## config.mk

```make
export PLATFORM = sky130hd
export DESIGN_NAME = bid_decoder
export DESIGN_NICKNAME = d
export VERILOG_FILES = /design/src/rtl/bid_alu.v /design/src/rtl/bid_decoder.v
export VERILOG_INCLUDE_DIRS = /design/src /design/src/rtl
export SDC_FILE = /design/constraint.sdc
export NUM_CORES = 1
export LEC_CHECK = 0
export ABC_AREA = 1
export BUFFER_PORTS_ARGS = -buffer_cell sky130_fd_sc_hd__buf_4
export CORE_MARGIN = 2
export CORE_UTILIZATION = 35
export CTS_CLUSTER_SIZE = 10
export DETAILED_ROUTE_END_ITERATION = 7
export SYNTH_ARGS = -nofsm -noshare
export SYNTH_HDL_FRONTEND = slang
export SYNTH_SLANG_ARGS = --single-unit
export TNS_END_PERCENT = 10
```

## constraint.sdc

```tcl
create_clock -name clock_in -period 7.4 [get_ports clock_in]
set_input_delay 0 -clock clock_in [delete_from_list [all_inputs] [get_ports clock_in]]
set_output_delay 0 -clock clock_in [all_outputs]
set_load 0.005 [all_outputs]
```

## src/rtl/bid_consts.vh

```
// Constants for the 12-bit instruction decoder and executor.
`ifndef BID_CONSTS_VH
`define BID_CONSTS_VH

// Timing: oscillator periods per instruction cycle.
`define BID_OSC_PER_CYC 4
`define BID_PH_W 2

// Widths.
`define BID_PC_W 9
`define BID_INSTR_W 12

// File register addresses the core treats specially.
`define BID_ADDR_TMR 5'h01
`define BID_ADDR_PCL 5'h02
`define BID_ADDR_PORT 5'h06
`define BID_PIN_DIRECTION_LOAD_PORT 3'h6

// Reset values.
`define BID_PC_RST 9'h1ff
`define BID_W_RST 8'h00
`define BID_PIN_DIRECTION_LOAD_RST 8'hff
`define BID_OPT_RST 8'hff

// Configuration register field: prescaler owner, 0 means the timer.
`define BID_OPT_PSA 3

// Fixed control words.
`define BID_I_NOP 12'h000
`define BID_I_OPTION 12'h002
`define BID_I_SLEEP 12'h003
`define BID_I_KICK 12'h004

// Arithmetic unit operation codes.
`define BID_OP_ADD 4'h0
`define BID_OP_SUB 4'h1
`define BID_OP_AND 4'h2
`define BID_OP_OR 4'h3
`define BID_OP_XOR 4'h4
`define BID_OP_CLR 4'h5
`define BID_OP_COM 4'h6
`define BID_OP_DEC 4'h7
`define BID_OP_INC 4'h8
`define BID_OP_MOVB 4'h9
`define BID_OP_RL 4'ha
`define BID_OP_RR 4'hb
`define BID_OP_SWAP 4'hc
`define BID_OP_BCLR 4'hd
`define BID_OP_BSET 4'he
`define BID_OP_MOVA 4'hf

`endif

```

## src/rtl/bid_alu.v

```verilog
// Combinational arithmetic unit of the instruction executor.
`timescale 1ns/1ps
`include "bid_consts.vh"

module bid_alu (
  // Operation select.
  input wire [3:0] op_in,
  input wire [2:0] bit_idx_in,
  // Operands.
  input wire [7:0] acc_in,
  input wire [7:0] opnd_in,
  input wire carry_in,
  // Results.
  output reg [7:0] res_out,
  output reg carry_out,
  output reg dcarry_out
);

  reg [8:0] sum;
  reg [4:0] low;
  reg [7:0] mask;

  always @* begin
    sum = 9'h000;
    low = 5'h00;
    mask = 8'h01 << bit_idx_in;
    res_out = 8'h00;
    carry_out = carry_in;
    dcarry_out = 1'b0;
    case (op_in)
      `BID_OP_ADD: begin
        sum = {1'b0, opnd_in} + {1'b0, acc_in};
        low = {1'b0, opnd_in[3:0]} + {1'b0, acc_in[3:0]};
        res_out = sum[7:0];
        carry_out = sum[8];
        dcarry_out = low[4];
      end
      `BID_OP_SUB: begin
        sum = {1'b0, opnd_in} + {1'b0, ~acc_in} + 9'h001;
        low = {1'b0, opnd_in[3:0]} + {1'b0, ~acc_in[3:0]} + 5'h01;
        res_out = sum[7:0];
        carry_out = sum[8];
        dcarry_out = low[4];
      end
      `BID_OP_AND: res_out = acc_in & opnd_in;
      `BID_OP_OR: res_out = acc_in | opnd_in;
      `BID_OP_XOR: res_out = acc_in ^ opnd_in;
      `BID_OP_CLR: res_out = 8'h00;
      `BID_OP_COM: res_out = ~opnd_in;
      `BID_OP_DEC: res_out = opnd_in - 8'h01;
      `BID_OP_INC: res_out = opnd_in + 8'h01;
      `BID_OP_MOVB: res_out = opnd_in;
      `BID_OP_RL: begin
        res_out = {opnd_in[6:0], carry_in};
        carry_out = opnd_in[7];
      end
      `BID_OP_RR: begin
        res_out = {carry_in, opnd_in[7:1]};
        carry_out = opnd_in[0];
      end
      `BID_OP_SWAP: res_out = {opnd_in[3:0], opnd_in[7:4]};
      `BID_OP_BCLR: res_out = opnd_in & ~mask;
      `BID_OP_BSET: res_out = opnd_in | mask;
      default: res_out = acc_in;
    endcase
  end

endmodule // bid_alu

```

## src/rtl/bid_decoder.v

```verilog
// Decoder and executor for 12-bit instruction words of a small 8-bit core.
// Operation
// - d=0 writes accumulator, d=1 writes file.
// - Add accumulator and file; carry, digit carry, zero.
// - OR, AND, XOR with file update zero only.
// - Decrement/increment, skip on zero, flags untouched.
// - Rotate left/right through carry, carry only.
// - Bit clear/set in file, flags untouched.
// - Bit test skips on clear/set, no flags.
// - Literal AND/OR/XOR into accumulator, zero only.
// - Call takes two cycles; PC bit 8 cleared.
// - Jump loads nine-bit target, two cycles.
// - Return loads literal into accumulator, two cycles.
// - Watchdog kick clears watchdog, updates timeout and powerdown.
// - Sleep enters standby, updates timeout and powerdown flags.
// - Option word loads configuration in one cycle.
// - Direction load to port six sets tristate.
// - Port self-modify uses pin levels as operand.
// - Timer write, except complement, clears prescaler when timer owns it.
// - One cycle is four clocks; skips/branches two.
`timescale 1ns/1ps
`include "bid_consts.vh"

module bid_decoder #(
  parameter OSC_PER_CYC = `BID_OSC_PER_CYC
) (
  // Clock and reset.
  input wire clock_in,
  input wire srst_in,
  // Instruction fetch.
  input wire [11:0] instr_in,
  output wire [8:0] pc_out,
  output wire cycle_out,
  // File register access.
  output wire [4:0] file_raddr_out,
  input wire [7:0] file_rdata_in,
  output reg [4:0] file_waddr_out,
  output reg [7:0] file_wdata_out,
  output reg file_we_out,
  // Port pins.
  input wire [7:0] port_pins_in,
  output wire [7:0] pin_direction_load_out,
  // Core state.
  output wire [7:0] acc_out,
  output wire carry_out,
  output wire digit_carry_flag_out,
  output wire zero_out,
  output wire timeout_flag_out,
  output wire powerdown_flag_out,
  output wire [7:0] option_out,
  // Side effects.
  output reg prescaler_clear_out,
  output reg watchdog_kick_out,
  input wire wake_in,
  output wire sleep_out
);

  localparam ST_RUN = 3'b001;
  localparam ST_FLUSH = 3'b010;
  localparam ST_SLEEP = 3'b100;

  reg [`BID_PH_W-1:0] ph_r;
  reg [2:0] st_r;
  reg [8:0] pc_r;
  reg [8:0] stk_r [0:1];
  reg [7:0] acc_r;
  reg c_r;
  reg dc_r;
  reg z_r;
  reg to_r;
  reg pd_r;
  reg [7:0] opt_r;
  reg [7:0] pin_direction_load_r;

  wire ce;
  wire d_bit;
  wire [4:0] faddr;
  wire [7:0] lit;
  wire [7:0] fval;
  wire [7:0] alu_res;
  wire alu_c;
  wire alu_dc;
  wire bit_val;

  // Decode outputs.
  reg [3:0] op;
  reg use_lit;
  reg wr_acc;
  reg wr_file;
  reg upd_c;
  reg upd_dc;
  reg upd_z;
  reg skip_zero;
  reg skip_clr;
  reg skip_set;
  reg is_call;
  reg is_unconditional_jump;
  reg is_ret;
  reg is_kick;
  reg is_sleep;
  reg is_opt;
  reg is_pin_direction_load;
  reg note_tmr;

  // Execute-time derived terms.
  reg skip;
  reg [8:0] pc_nxt;
  reg [2:0] st_nxt;

  // Instruction cycle enable: one pulse per four oscillator periods.
  assign ce = (ph_r == OSC_PER_CYC - 1);

  always @(posedge clock_in) begin
    if (srst_in || ce) begin
      ph_r <= {`BID_PH_W{1'b0}};
    end else begin
      ph_r <= ph_r + {{(`BID_PH_W-1){1'b0}}, 1'b1};
    end
  end

  assign d_bit = instr_in[5];
  assign faddr = instr_in[4:0];
  assign lit = instr_in[7:0];
  assign file_raddr_out = faddr;
  assign fval = (faddr == `BID_ADDR_PORT) ? port_pins_in : file_rdata_in;
  assign bit_val = fval[instr_in[7:5]];

  always @* begin
    op = `BID_OP_MOVA;
    use_lit = 1'b0;
    wr_acc = 1'b0;
    wr_file = 1'b0;
    upd_c = 1'b0;
    upd_dc = 1'b0;
    upd_z = 1'b0;
    skip_zero = 1'b0;
    skip_clr = 1'b0;
    skip_set = 1'b0;
    is_call = 1'b0;
    is_unconditional_jump = 1'b0;
    is_ret = 1'b0;
    is_kick = 1'b0;
    is_sleep = 1'b0;
    is_opt = 1'b0;
    is_pin_direction_load = 1'b0;
    note_tmr = 1'b1;
    case (instr_in[11:10])
      2'b00: begin
        wr_acc = ~d_bit;
        wr_file = d_bit;
        upd_z = 1'b1;
        case (instr_in[9:6])
          4'h0: begin
            wr_acc = 1'b0;
            upd_z = 1'b0;
            wr_file = d_bit;
            if (!d_bit) begin
              is_opt = (instr_in == `BID_I_OPTION);
              is_sleep = (instr_in == `BID_I_SLEEP);
              is_kick = (instr_in == `BID_I_KICK);
              is_pin_direction_load = (instr_in[4:3] == 2'b00) && (instr_in[2:0] == `BID_PIN_DIRECTION_LOAD_PORT);
            end
          end
          4'h1: begin
            op = `BID_OP_CLR;
            wr_acc = ~d_bit;
          end
          4'h2: begin
            op = `BID_OP_SUB;
            upd_c = 1'b1;
            upd_dc = 1'b1;
          end
          4'h3: op = `BID_OP_DEC;
          4'h4: op = `BID_OP_OR;
          4'h5: op = `BID_OP_AND;
          4'h6: op = `BID_OP_XOR;
          4'h7: begin
            op = `BID_OP_ADD;
            upd_c = 1'b1;
            upd_dc = 1'b1;
          end
          4'h8: op = `BID_OP_MOVB;
          4'h9: begin
            op = `BID_OP_COM;
            note_tmr = 1'b0;
          end
          4'ha: op = `BID_OP_INC;
          4'hb: begin
            op = `BID_OP_DEC;
            upd_z = 1'b0;
            skip_zero = 1'b1;
          end
          4'hc: begin
            op = `BID_OP_RR;
            upd_z = 1'b0;
            upd_c = 1'b1;
          end
          4'hd: begin
            op = `BID_OP_RL;
            upd_z = 1'b0;
            upd_c = 1'b1;
          end
          4'he: begin
            op = `BID_OP_SWAP;
            upd_z = 1'b0;
          end
          default: begin
            op = `BID_OP_INC;
            upd_z = 1'b0;
            skip_zero = 1'b1;
          end
        endcase
      end
      2'b01: begin
        case (instr_in[9:8])
          2'b00: begin
            op = `BID_OP_BCLR;
            wr_file = 1'b1;
          end
          2'b01: begin
            op = `BID_OP_BSET;
            wr_file = 1'b1;
          end
          2'b10: skip_clr = 1'b1;
          default: skip_set = 1'b1;
        endcase
      end
      2'b10: begin
        case (instr_in[9:8])
          2'b00: is_ret = 1'b1;
          2'b01: is_call = 1'b1;
          default: is_unconditional_jump = 1'b1;
        endcase
      end
      default: begin
        use_lit = 1'b1;
        wr_acc = 1'b1;
        upd_z = 1'b1;
        case (instr_in[9:8])
          2'b00: begin
            op = `BID_OP_MOVB;
            upd_z = 1'b0;
          end
          2'b01: op = `BID_OP_OR;
          2'b10: op = `BID_OP_AND;
          default: op = `BID_OP_XOR;
        endcase
      end
    endcase
  end

  bid_alu u_alu (
    .op_in(op),
    .bit_idx_in(instr_in[7:5]),
    .acc_in(acc_r),
    .opnd_in(use_lit ? lit : fval),
    .carry_in(c_r),
    .res_out(alu_res),
    .carry_out(alu_c),
    .dcarry_out(alu_dc)
  );

  always @* begin
    skip = (skip_zero && (alu_res == 8'h00)) || (skip_clr && !bit_val) ||
      (skip_set && bit_val);
    pc_nxt = pc_r + 9'h001;
    st_nxt = ST_RUN;
    if (skip) begin
      pc_nxt = pc_r + 9'h002;
    end
    if (is_unconditional_jump) begin
      pc_nxt = instr_in[8:0];
      st_nxt = ST_FLUSH;
    end else if (is_call) begin
      pc_nxt = {1'b0, lit};
      st_nxt = ST_FLUSH;
    end else if (is_ret) begin
      pc_nxt = stk_r[0];
      st_nxt = ST_FLUSH;
    end else if (wr_file && (faddr == `BID_ADDR_PCL)) begin
      pc_nxt = {1'b0, alu_res};
      st_nxt = ST_FLUSH;
    end else if (skip) begin
      st_nxt = ST_FLUSH;
    end else if (is_sleep) begin
      st_nxt = ST_SLEEP;
    end
  end

  always @(posedge clock_in) begin
    if (srst_in) begin
      st_r <= ST_RUN;
      pc_r <= `BID_PC_RST;
      stk_r[0] <= `BID_PC_RST;
      stk_r[1] <= `BID_PC_RST;
      acc_r <= `BID_W_RST;
      c_r <= 1'b0;
      dc_r <= 1'b0;
      z_r <= 1'b0;
      to_r <= 1'b1;
      pd_r <= 1'b1;
      opt_r <= `BID_OPT_RST;
      pin_direction_load_r <= `BID_PIN_DIRECTION_LOAD_RST;
      file_waddr_out <= 5'h00;
      file_wdata_out <= 8'h00;
      file_we_out <= 1'b0;
      prescaler_clear_out <= 1'b0;
      watchdog_kick_out <= 1'b0;
    end else begin
      file_we_out <= 1'b0;
      prescaler_clear_out <= 1'b0;
      watchdog_kick_out <= 1'b0;
      if (ce) begin
        case (st_r)
          ST_RUN: begin
            st_r <= st_nxt;
            pc_r <= pc_nxt;
            if (wr_acc) begin
              acc_r <= alu_res;
            end
            if (is_ret) begin
              acc_r <= lit;
              stk_r[0] <= stk_r[1];
            end
            if (is_call) begin
              stk_r[1] <= stk_r[0];
              stk_r[0] <= pc_r + 9'h001;
            end
            if (wr_file) begin
              file_waddr_out <= faddr;
              file_wdata_out <= alu_res;
              file_we_out <= 1'b1;
              prescaler_clear_out <= note_tmr && (faddr == `BID_ADDR_TMR) &&
                !opt_r[`BID_OPT_PSA];
            end
            if (upd_c) begin
              c_r <= alu_c;
            end
            if (upd_dc) begin
              dc_r <= alu_dc;
            end
            if (upd_z) begin
              z_r <= (alu_res == 8'h00);
            end
            if (is_kick) begin
              to_r <= 1'b1;
              pd_r <= 1'b1;
              watchdog_kick_out <= 1'b1;
            end
            if (is_sleep) begin
              to_r <= 1'b1;
              pd_r <= 1'b0;
              watchdog_kick_out <= 1'b1;
            end
            if (is_opt) begin
              opt_r <= acc_r;
            end
            if (is_pin_direction_load) begin
              pin_direction_load_r <= acc_r;
            end
          end
          ST_FLUSH: st_r <= ST_RUN;
          ST_SLEEP: begin
            if (wake_in) begin
              st_r <= ST_RUN;
            end
          end
          default: st_r <= ST_RUN;
        endcase
      end
    end
  end

  assign pc_out = pc_r;
  assign cycle_out = ce;
  assign pin_direction_load_out = pin_direction_load_r;
  assign acc_out = acc_r;
  assign carry_out = c_r;
  assign digit_carry_flag_out = dc_r;
  assign zero_out = z_r;
  assign timeout_flag_out = to_r;
  assign powerdown_flag_out = pd_r;
  assign option_out = opt_r;
  assign sleep_out = st_r[2];

endmodule // bid_decoder

```

==> results of run 1 <==
-- how the worst min path moves through the flow --
stage                            from                 to  slack [ns]  cells after the start
after global placement    instr_in[3]  file_raddr_out[3]        0.23                      2
after global routing      instr_in[3]  file_waddr_out[3]       0.009                      3
after CTS                 instr_in[3]  file_waddr_out[3]       0.004                      3
after floorplan           instr_in[0]  file_raddr_out[0]        0.08                      1
after detailed placement  instr_in[3]  file_raddr_out[3]        0.23                      2
final                     instr_in[3]  file_waddr_out[3]        0.01                      3
-- Yosys cell counts, drive strengths merged (2+ instances only) --
cell / instances
a31oi: 5
o31ai: 3
fa: 3
o22ai: 4
a221oi: 2
nand4: 10
nor3: 13
edfxtp: 18
o21bai: 2
nand3b: 3
clkbuf: 23
a211oi: 2
inv: 133
a21oi: 86
o211ai: 31
buf: 16
xnor2: 4
dfxtp: 58
nor2: 95
xor2: 17
nand3: 87
o221ai: 3
nand2: 316
o21a: 4
nor3b: 2
o21ai: 64
ha: 33
-- metrics by stage --
stage / worst slack, ns / utilization
floorplan: 3.78 / -
global placement: 2.62 / 0.397
detailed placement: 2.59 / 0.397
CTS: 2.47 / 0.413
global route: 1.86 / 0.413
finish: 2.39 / 0.413
-- cell families after synthesis --
family / share of synthesized area
AND/OR/NAND/NOR: 0.343
AO/OA/AOI/OAI: 0.189
buffers and inverters: 0.107
flip-flops: 0.260
adder cells (fa/ha/maj): 0.0723
XOR/XNOR: 0.0281
other: 0.000573
-- layer usage --
metal | share of wire | global-route usage | vias to the layer above
met1 | 0.44 | 0.335 | 3352
met3 | 0.079 | 0.0336 | 49
met2 | 0.45 | 0.373 | 350
met4 | 0.028 | 0.0726 | 0
met5 | 0 | 0 | -
li1 | - | - | 3568
-- report_power, final --
group	internal, uW	switching, uW
Sequential	433	11.3
Combinational	153	328
Clock	239	179
Total	825	519
-- worst max-delay path: cells and delay by family --
kind,cells,cell delay [ns]
AO/OA/AOI/OAI,3,1.07
adder cells (fa/ha/maj),2,0.73
XOR/XNOR,1,0.19
buffers and inverters,6,1.15
AND/OR/NAND/NOR,18,2.06
-- state kept, by name (all words and copies together) (netlist names), 2 cells and up --
signal                  count
stk_r                      18
pc_out                      9
acc_out                     8
file_wdata_out              8
option_out                  8
pin_direction_load_out      8
file_waddr_out              5
st_r                        3
ph_r                        2
-- layout make-up --
| cell class | count | area, sq um |
|---|---|---|
| Clock buffer | 11 | 244 |
| Clock inverter | 5 | 33.8 |
| Fill cell | 2015 | 10900 |
| Inverter | 134 | 503 |
| Multi-Input combinational cell | 796 | 4140 |
| Sequential cell | 76 | 1700 |
| Tap cell | 234 | 293 |
| Timing Repair Buffer | 96 | 726 |
==> results.yml, run 1 <==
finish:
  n_antenna_cell: 0
  areaGrowthSynthToFinish_pct: 16.8
  layout_commonest_cell: "nand2_1"
  layout_common_cells: "305 x nand2_1, 124 x inv_1, 94 x buf_4"
  final_cells: 1352
  final_area_sq_mm: 0.00764
  final_nets: 1180
  drive_above_1_share: 0.136
synthesis:
  yosys.cell_types.count: 48
  yosys_register_bits: 76
  yosysTopAreaCell: "dfxtp_1"
  synth.avg_cell_area_sq_um: 6.26
  syn_inst: 1045
  async_flop_share: 0
  synth_top_area_frac: 0.177
  synth_edf_count: 18
  syn_nets: 1112
  netlist_area_sq_mm: 0.00655
  synth.area.top_cells: "dfxtp_1 18%, nand2_1 17%, edfxtp_1 8.3%"
  synth_ff_type: "dfxtp_1"
  ys_warn_count: 0
  ys_seq_area_frac: 0.260
clock_tree:
  cts_buffers: 9
  cts_tree: "yes"
  clockRootBuffer: "clkbuf_16"
  clockBufferDepth: 2
  cts_setup_buffers: 0
  cts.repair.resized: 0
  cts_hold_buf: 2
  clk_pin_slew_ns: 0.06
  cts_num_sinks: 76
  cts.htree.levels: 3
  clock_latency_ns: 0.34
timing:
  layout_min_cycle_time_ns: 5.01
  hold_violations: 0
  setup_viol: 0
  hold-worst-slack_ns: 0.0111
  fin_crit_sh: 0.678
  setup_tns_ns: 0
  rsz0062_at_grt: "false"
  maxSlewViolCount: 0
  fmax_mhz: 199
  fin_worst_skew_ns: 0.00655
  worstMarginPinSlew_ns: 0.919
  relSlewSlack: 0.385
worst_setup_path:
  crit_end: "pc_out[3]"
  r2r_end: "pc_out[3]"
  max_stage_delay_ns: 0.52
  crit_path_top_delay_cell: "dlygate4sd3_1"
  crit_required_ns: 7.63
  cp-startpoint: "instr_in[2]"
  r2r_slack_ns: 3.55
  criticalPathCategory: "input pin to flip-flop"
  startpoint_type: "input pin"
  end_kind: "flip-flop"
  r2r_cells: 26
  cp_common_cell: "nand2_1"
  r2r_start: "acc_out[1]"
  crit_arrival_ns: 5.25
  critPathMaxFanout: 17
detailed_routing:
  viasPerCell: 5.41
  vias: 7319
  wl_per_cell_microns: 17.8
  drc: 0
  dr.pass1.iters: 5
  drt_iter0_drc: 781
  routed_wl_mm: 24.0
  final_antenna_net_count: 0
placement:
  dpl.hpwl_mm: 18.6
  dpl.cell_count: 1334
  gp_congestion: 0.950
  portBuffers: 90
  dpl_cell_area_sq_mm: 0.00735
die:
  io_pins: 92
  rows: 50
  initial_core_util: 0.353
  die-height_microns: 141
  core_area_sq_mm: 0.0185
  die_area_sq_mm: 0.0198
  die_x_microns: 141
global_routing:
  antenna_found_initial: 0
  track_usage: 0.237
  grt_max_degree: 34
  grt_pass1_wl_mm: 36.9
  grt_overflow_total: 0
  grt_pass1_vias: 6740
power_and_ir_drop:
  power_density_mw_per_mm2: 176
  power_uw: 1340
  p_leak_uw: 0.00374
  ir_drop_v: 0.000118
hold_path:
  hold_class: "input pin to flip-flop"
status:
  status: "completed"
run:
  max_cap_violations: 0
No activity file was read; power rests on OpenSTA's default activity.
==> run 2: changes to the inputs <==
--- a/config.mk
+++ b/config.mk
@@ -6,7 +6,7 @@
 export SDC_FILE = /design/constraint.sdc
 export NUM_CORES = 1
 export LEC_CHECK = 0
-export ABC_AREA = 1
+export ABC_AREA = 0
 export BUFFER_PORTS_ARGS = -buffer_cell sky130_fd_sc_hd__buf_4
 export CORE_MARGIN = 2
 export CORE_UTILIZATION = 35
==> constraint.sdc (replaced) <==
create_clock -name clock_in -period 4.1 [get_ports clock_in]
set_input_delay 0 -clock clock_in [delete_from_list [all_inputs] [get_ports clock_in]]
set_output_delay 0 -clock clock_in [all_outputs]
set_load 0.005 [all_outputs]
==> run 2 against run 1 <==
  * The flow now finishes with violations (setup timing)
  * Sequential cell count unchanged
  * Worst hold slack better by 0.075 ns
  * Cell count up 2.5%
  * Clock-buffer cell count up 1
  * Critical endpoint is now pc_out[2]
  * Largest cell class unchanged
==> results.yml, run 2 <==
status:
  status: "finished with violations"
  failed_checks: "setup timing"
detailed_routing:
  drt-met1-wl_mm: 12.6
  drt_iter0_drc: 793
  routed_wl_mm: 28.7
  viasPerCell: 5.74
  dr.pass1.iters: 5
  wl_met2_mm: 12.6
  wl_met3_mm: 2.46
  drc: 0
  wl_per_cell_microns: 20.7
  final_antenna_net_count: 0
  top_layer: "met4"
  vias: 7958
placement:
  dpl.hpwl_mm: 21.9
  portBuffers: 90
  gp_congestion: 1.04
hold_path:
  hold_class: "input pin to flip-flop"
global_routing:
  grt_overflow_total: 0
  grt_max_degree: 42
  antenna_found_initial: 0
  track_usage: 0.277
  grt_pass1_wl_mm: 43.8
  grt_pass1_vias: 7575
timing:
  fin_crit_sh: 1.02
  maxSlewViolCount: 0
  setup_slack_ns: -0.0970
  worstMarginPinSlew_ns: 0.806
  hold_violations: 0
  fin_worst_skew_ns: 0.00453
  rsz0062_at_grt: "true"
  layout_min_cycle_time_ns: 4.20
  fmax_mhz: 238
  setup_tns_ns: -0.179
  relSlewSlack: 0.461
  setup_viol: 4
synthesis:
  synth.area.top_cells: "dfxtp_1 17%, edfxtp_1 7.9%, ha_1 6.1%"
  synth_edf_count: 18
  synth_commonest_cells: "95 x nand2_1, 64 x a21oi_1, 64 x nor2_1"
  netlist_area_sq_mm: 0.00682
  ys_seq_area_frac: 0.250
  synth.avg_cell_area_sq_um: 7.89
  ys_warn_count: 0
  syn_nets: 931
  yosys.cell_types.count: 96
  synth_top_area_frac: 0.170
  async_flop_share: 0
  syn_inst: 864
  yosysTopAreaCell: "dfxtp_1"
  synth_ff_type: "dfxtp_1"
  yosys_register_bits: 76
  synth_most_common_cell: "nand2_1"
finish:
  multi_input_comb_area_sq_mm: 0.00508
  final_nets: 1183
  fillCellCount: 1897
  n_antenna_cell: 0
  layout_common_cells: "294 x buf_4, 94 x nand2_1, 60 x nor2_1"
  largest_reg_flops: 18
  seqCellArea_sq_mm: 0.00170
  drive_above_1_share: 0.376
  areaGrowthSynthToFinish_pct: 46.4
  layout_commonest_cell: "buf_4"
  largest_register: "stk_r"
  fin_util: 0.518
clock_tree:
  clockRootBuffer: "clkbuf_16"
  cts_buffers: 9
  clock_latency_ns: 0.34
  cts_num_sinks: 76
  cts_tree: "yes"
  clk_pin_slew_ns: 0.06
  clockBufferDepth: 2
  cts.htree.levels: 3
worst_setup_path:
  cp_common_cell: "buf_6"
  crit_path_top_delay_cell: "a2111o_1"
  crit_required_ns: 4.32
  crit_family: "compound AO/OA/AOI/OAI gates"
  end_kind: "flip-flop"
  critPathMaxFanout: 4
  worst-path-buf-inv: 6
  criticalPathCategory: "input pin to flip-flop"
  startpoint_type: "input pin"
  max_stage_delay_ns: 0.39
  crit_arrival_ns: 4.42
die:
  core_area_sq_mm: 0.0193
  initial_core_util: 0.354
  rows: 51
  die-height_microns: 144
  die_area_sq_mm: 0.0206
  io_pins: 92
  die_x_microns: 144
run:
  max_cap_violations: 0
power_and_ir_drop:
  power_density_mw_per_mm2: 301
  ir_drop_v: 0.000212
  p_leak_uw: 0.00395
## run 2: cell types whose count changed in the layout (fill, tap and decap cells not counted), moves of 13 or more
cell / previous run / this run
o21ai_0: 46 / 30
nor2_1: 85 / 60
inv_1: 124 / 23
nand3_1: 84 / 33
xnor2_1: 4 / 17
nand2b_1: 0 / 18
nand2_1: 305 / 94
buf_4: 94 / 294
mux2i_1: 0 / 21
ha_1: 33 / 20
o211ai_1: 31 / 14
a211oi_1: 2 / 25
a21oi_1: 82 / 55
## run 2: power breakdown
part	switching (uW)	internal, uW	leakage, uW
sequential	32.5	786	0.000592
combinational	778	668	0.00323
clock	315	426	0.000133
total	1130	1880	0.00395
## run 2: per-layer routing
| layer | GRT usage | vias to the layer above |
|---|---|---|
| li1 | - | 3724 |
| met1 | 0.393 | 3748 |
| met2 | 0.423 | 424 |
| met3 | 0.0510 | 62 |
| met4 | 0.0898 | 0 |
| met5 | 0 | - |
## run 2: logic make-up after synthesis
group	count (synthesis)	share of synthesized area
simple gates	319	0.236
flops	76	0.250
fa+ha+maj	36	0.0694
other cells	1	0.000550
buf+inv	106	0.0723
mux	30	0.0545
xor+xnor	25	0.0321
compound gates	271	0.286
## run 2: worst paths after layout
check,to,cells past startpoint,from,slack [ns]
worst max-delay path,pc_out[2],25,instr_in[9],-0.1
worst min-delay path,st_r[2],2,srst_in,0.09
worst max register to register,pc_out[2],18,acc_out[0],0.14
worst min register to register,ph_r[0],1,ph_r[0],0.42
## run 2: repair_timing
item	4_1_cts	5_1_grt
endpoints found under the hold margin	1	0
hold buffers	1	0
resized for setup	50	22
setup buffers	17	5
endpoints found under the setup margin	12	12
pin swaps	35	20
## run 2: worst register-to-register path, cell delays in order, from the launching register on
cell and delay (ns):
dfxtp_1 0.40, ha_4 0.17, inv_1 0.05, fa_2 0.34, o21bai_1 0.17, a21oi_2 0.10, o31ai_2 0.24, buf_4 0.16
nand3_1 0.06, or3b_4 0.25, a311o_1 0.16, o211ai_1 0.17, o2bb2ai_2 0.19, nor4b_4 0.38, a31oi_4 0.19, buf_6 0.16
mux2_4 0.20, a21oi_2 0.05, a2111o_1 0.40
## run 2: per-stage QoR
step                worst slack (ns)  power (uW)  hold WS (ns)  instances  area [sq um]
global placement              -0.591        2130         0.269       1347          9180
floorplan                     -0.209        1570        0.0808        864          7000
finish                       -0.0970        3000        0.0861       1386          9980
global route                  -0.288        3140        0.0987       1386          9980
detailed placement            -0.661        2130         0.266       1347          9180
CTS                          0.00147        2940        0.0843       1381          9850
## run 2: area by class of cell
class	count	area share
Sequential cell	76	0.170
Multi-Input combinational cell	682	0.509
Clock inverter	4	0.00263
Timing Repair Buffer	310	0.244
Inverter	37	0.0154
Tap cell	265	0.0332
Clock buffer	12	0.0247
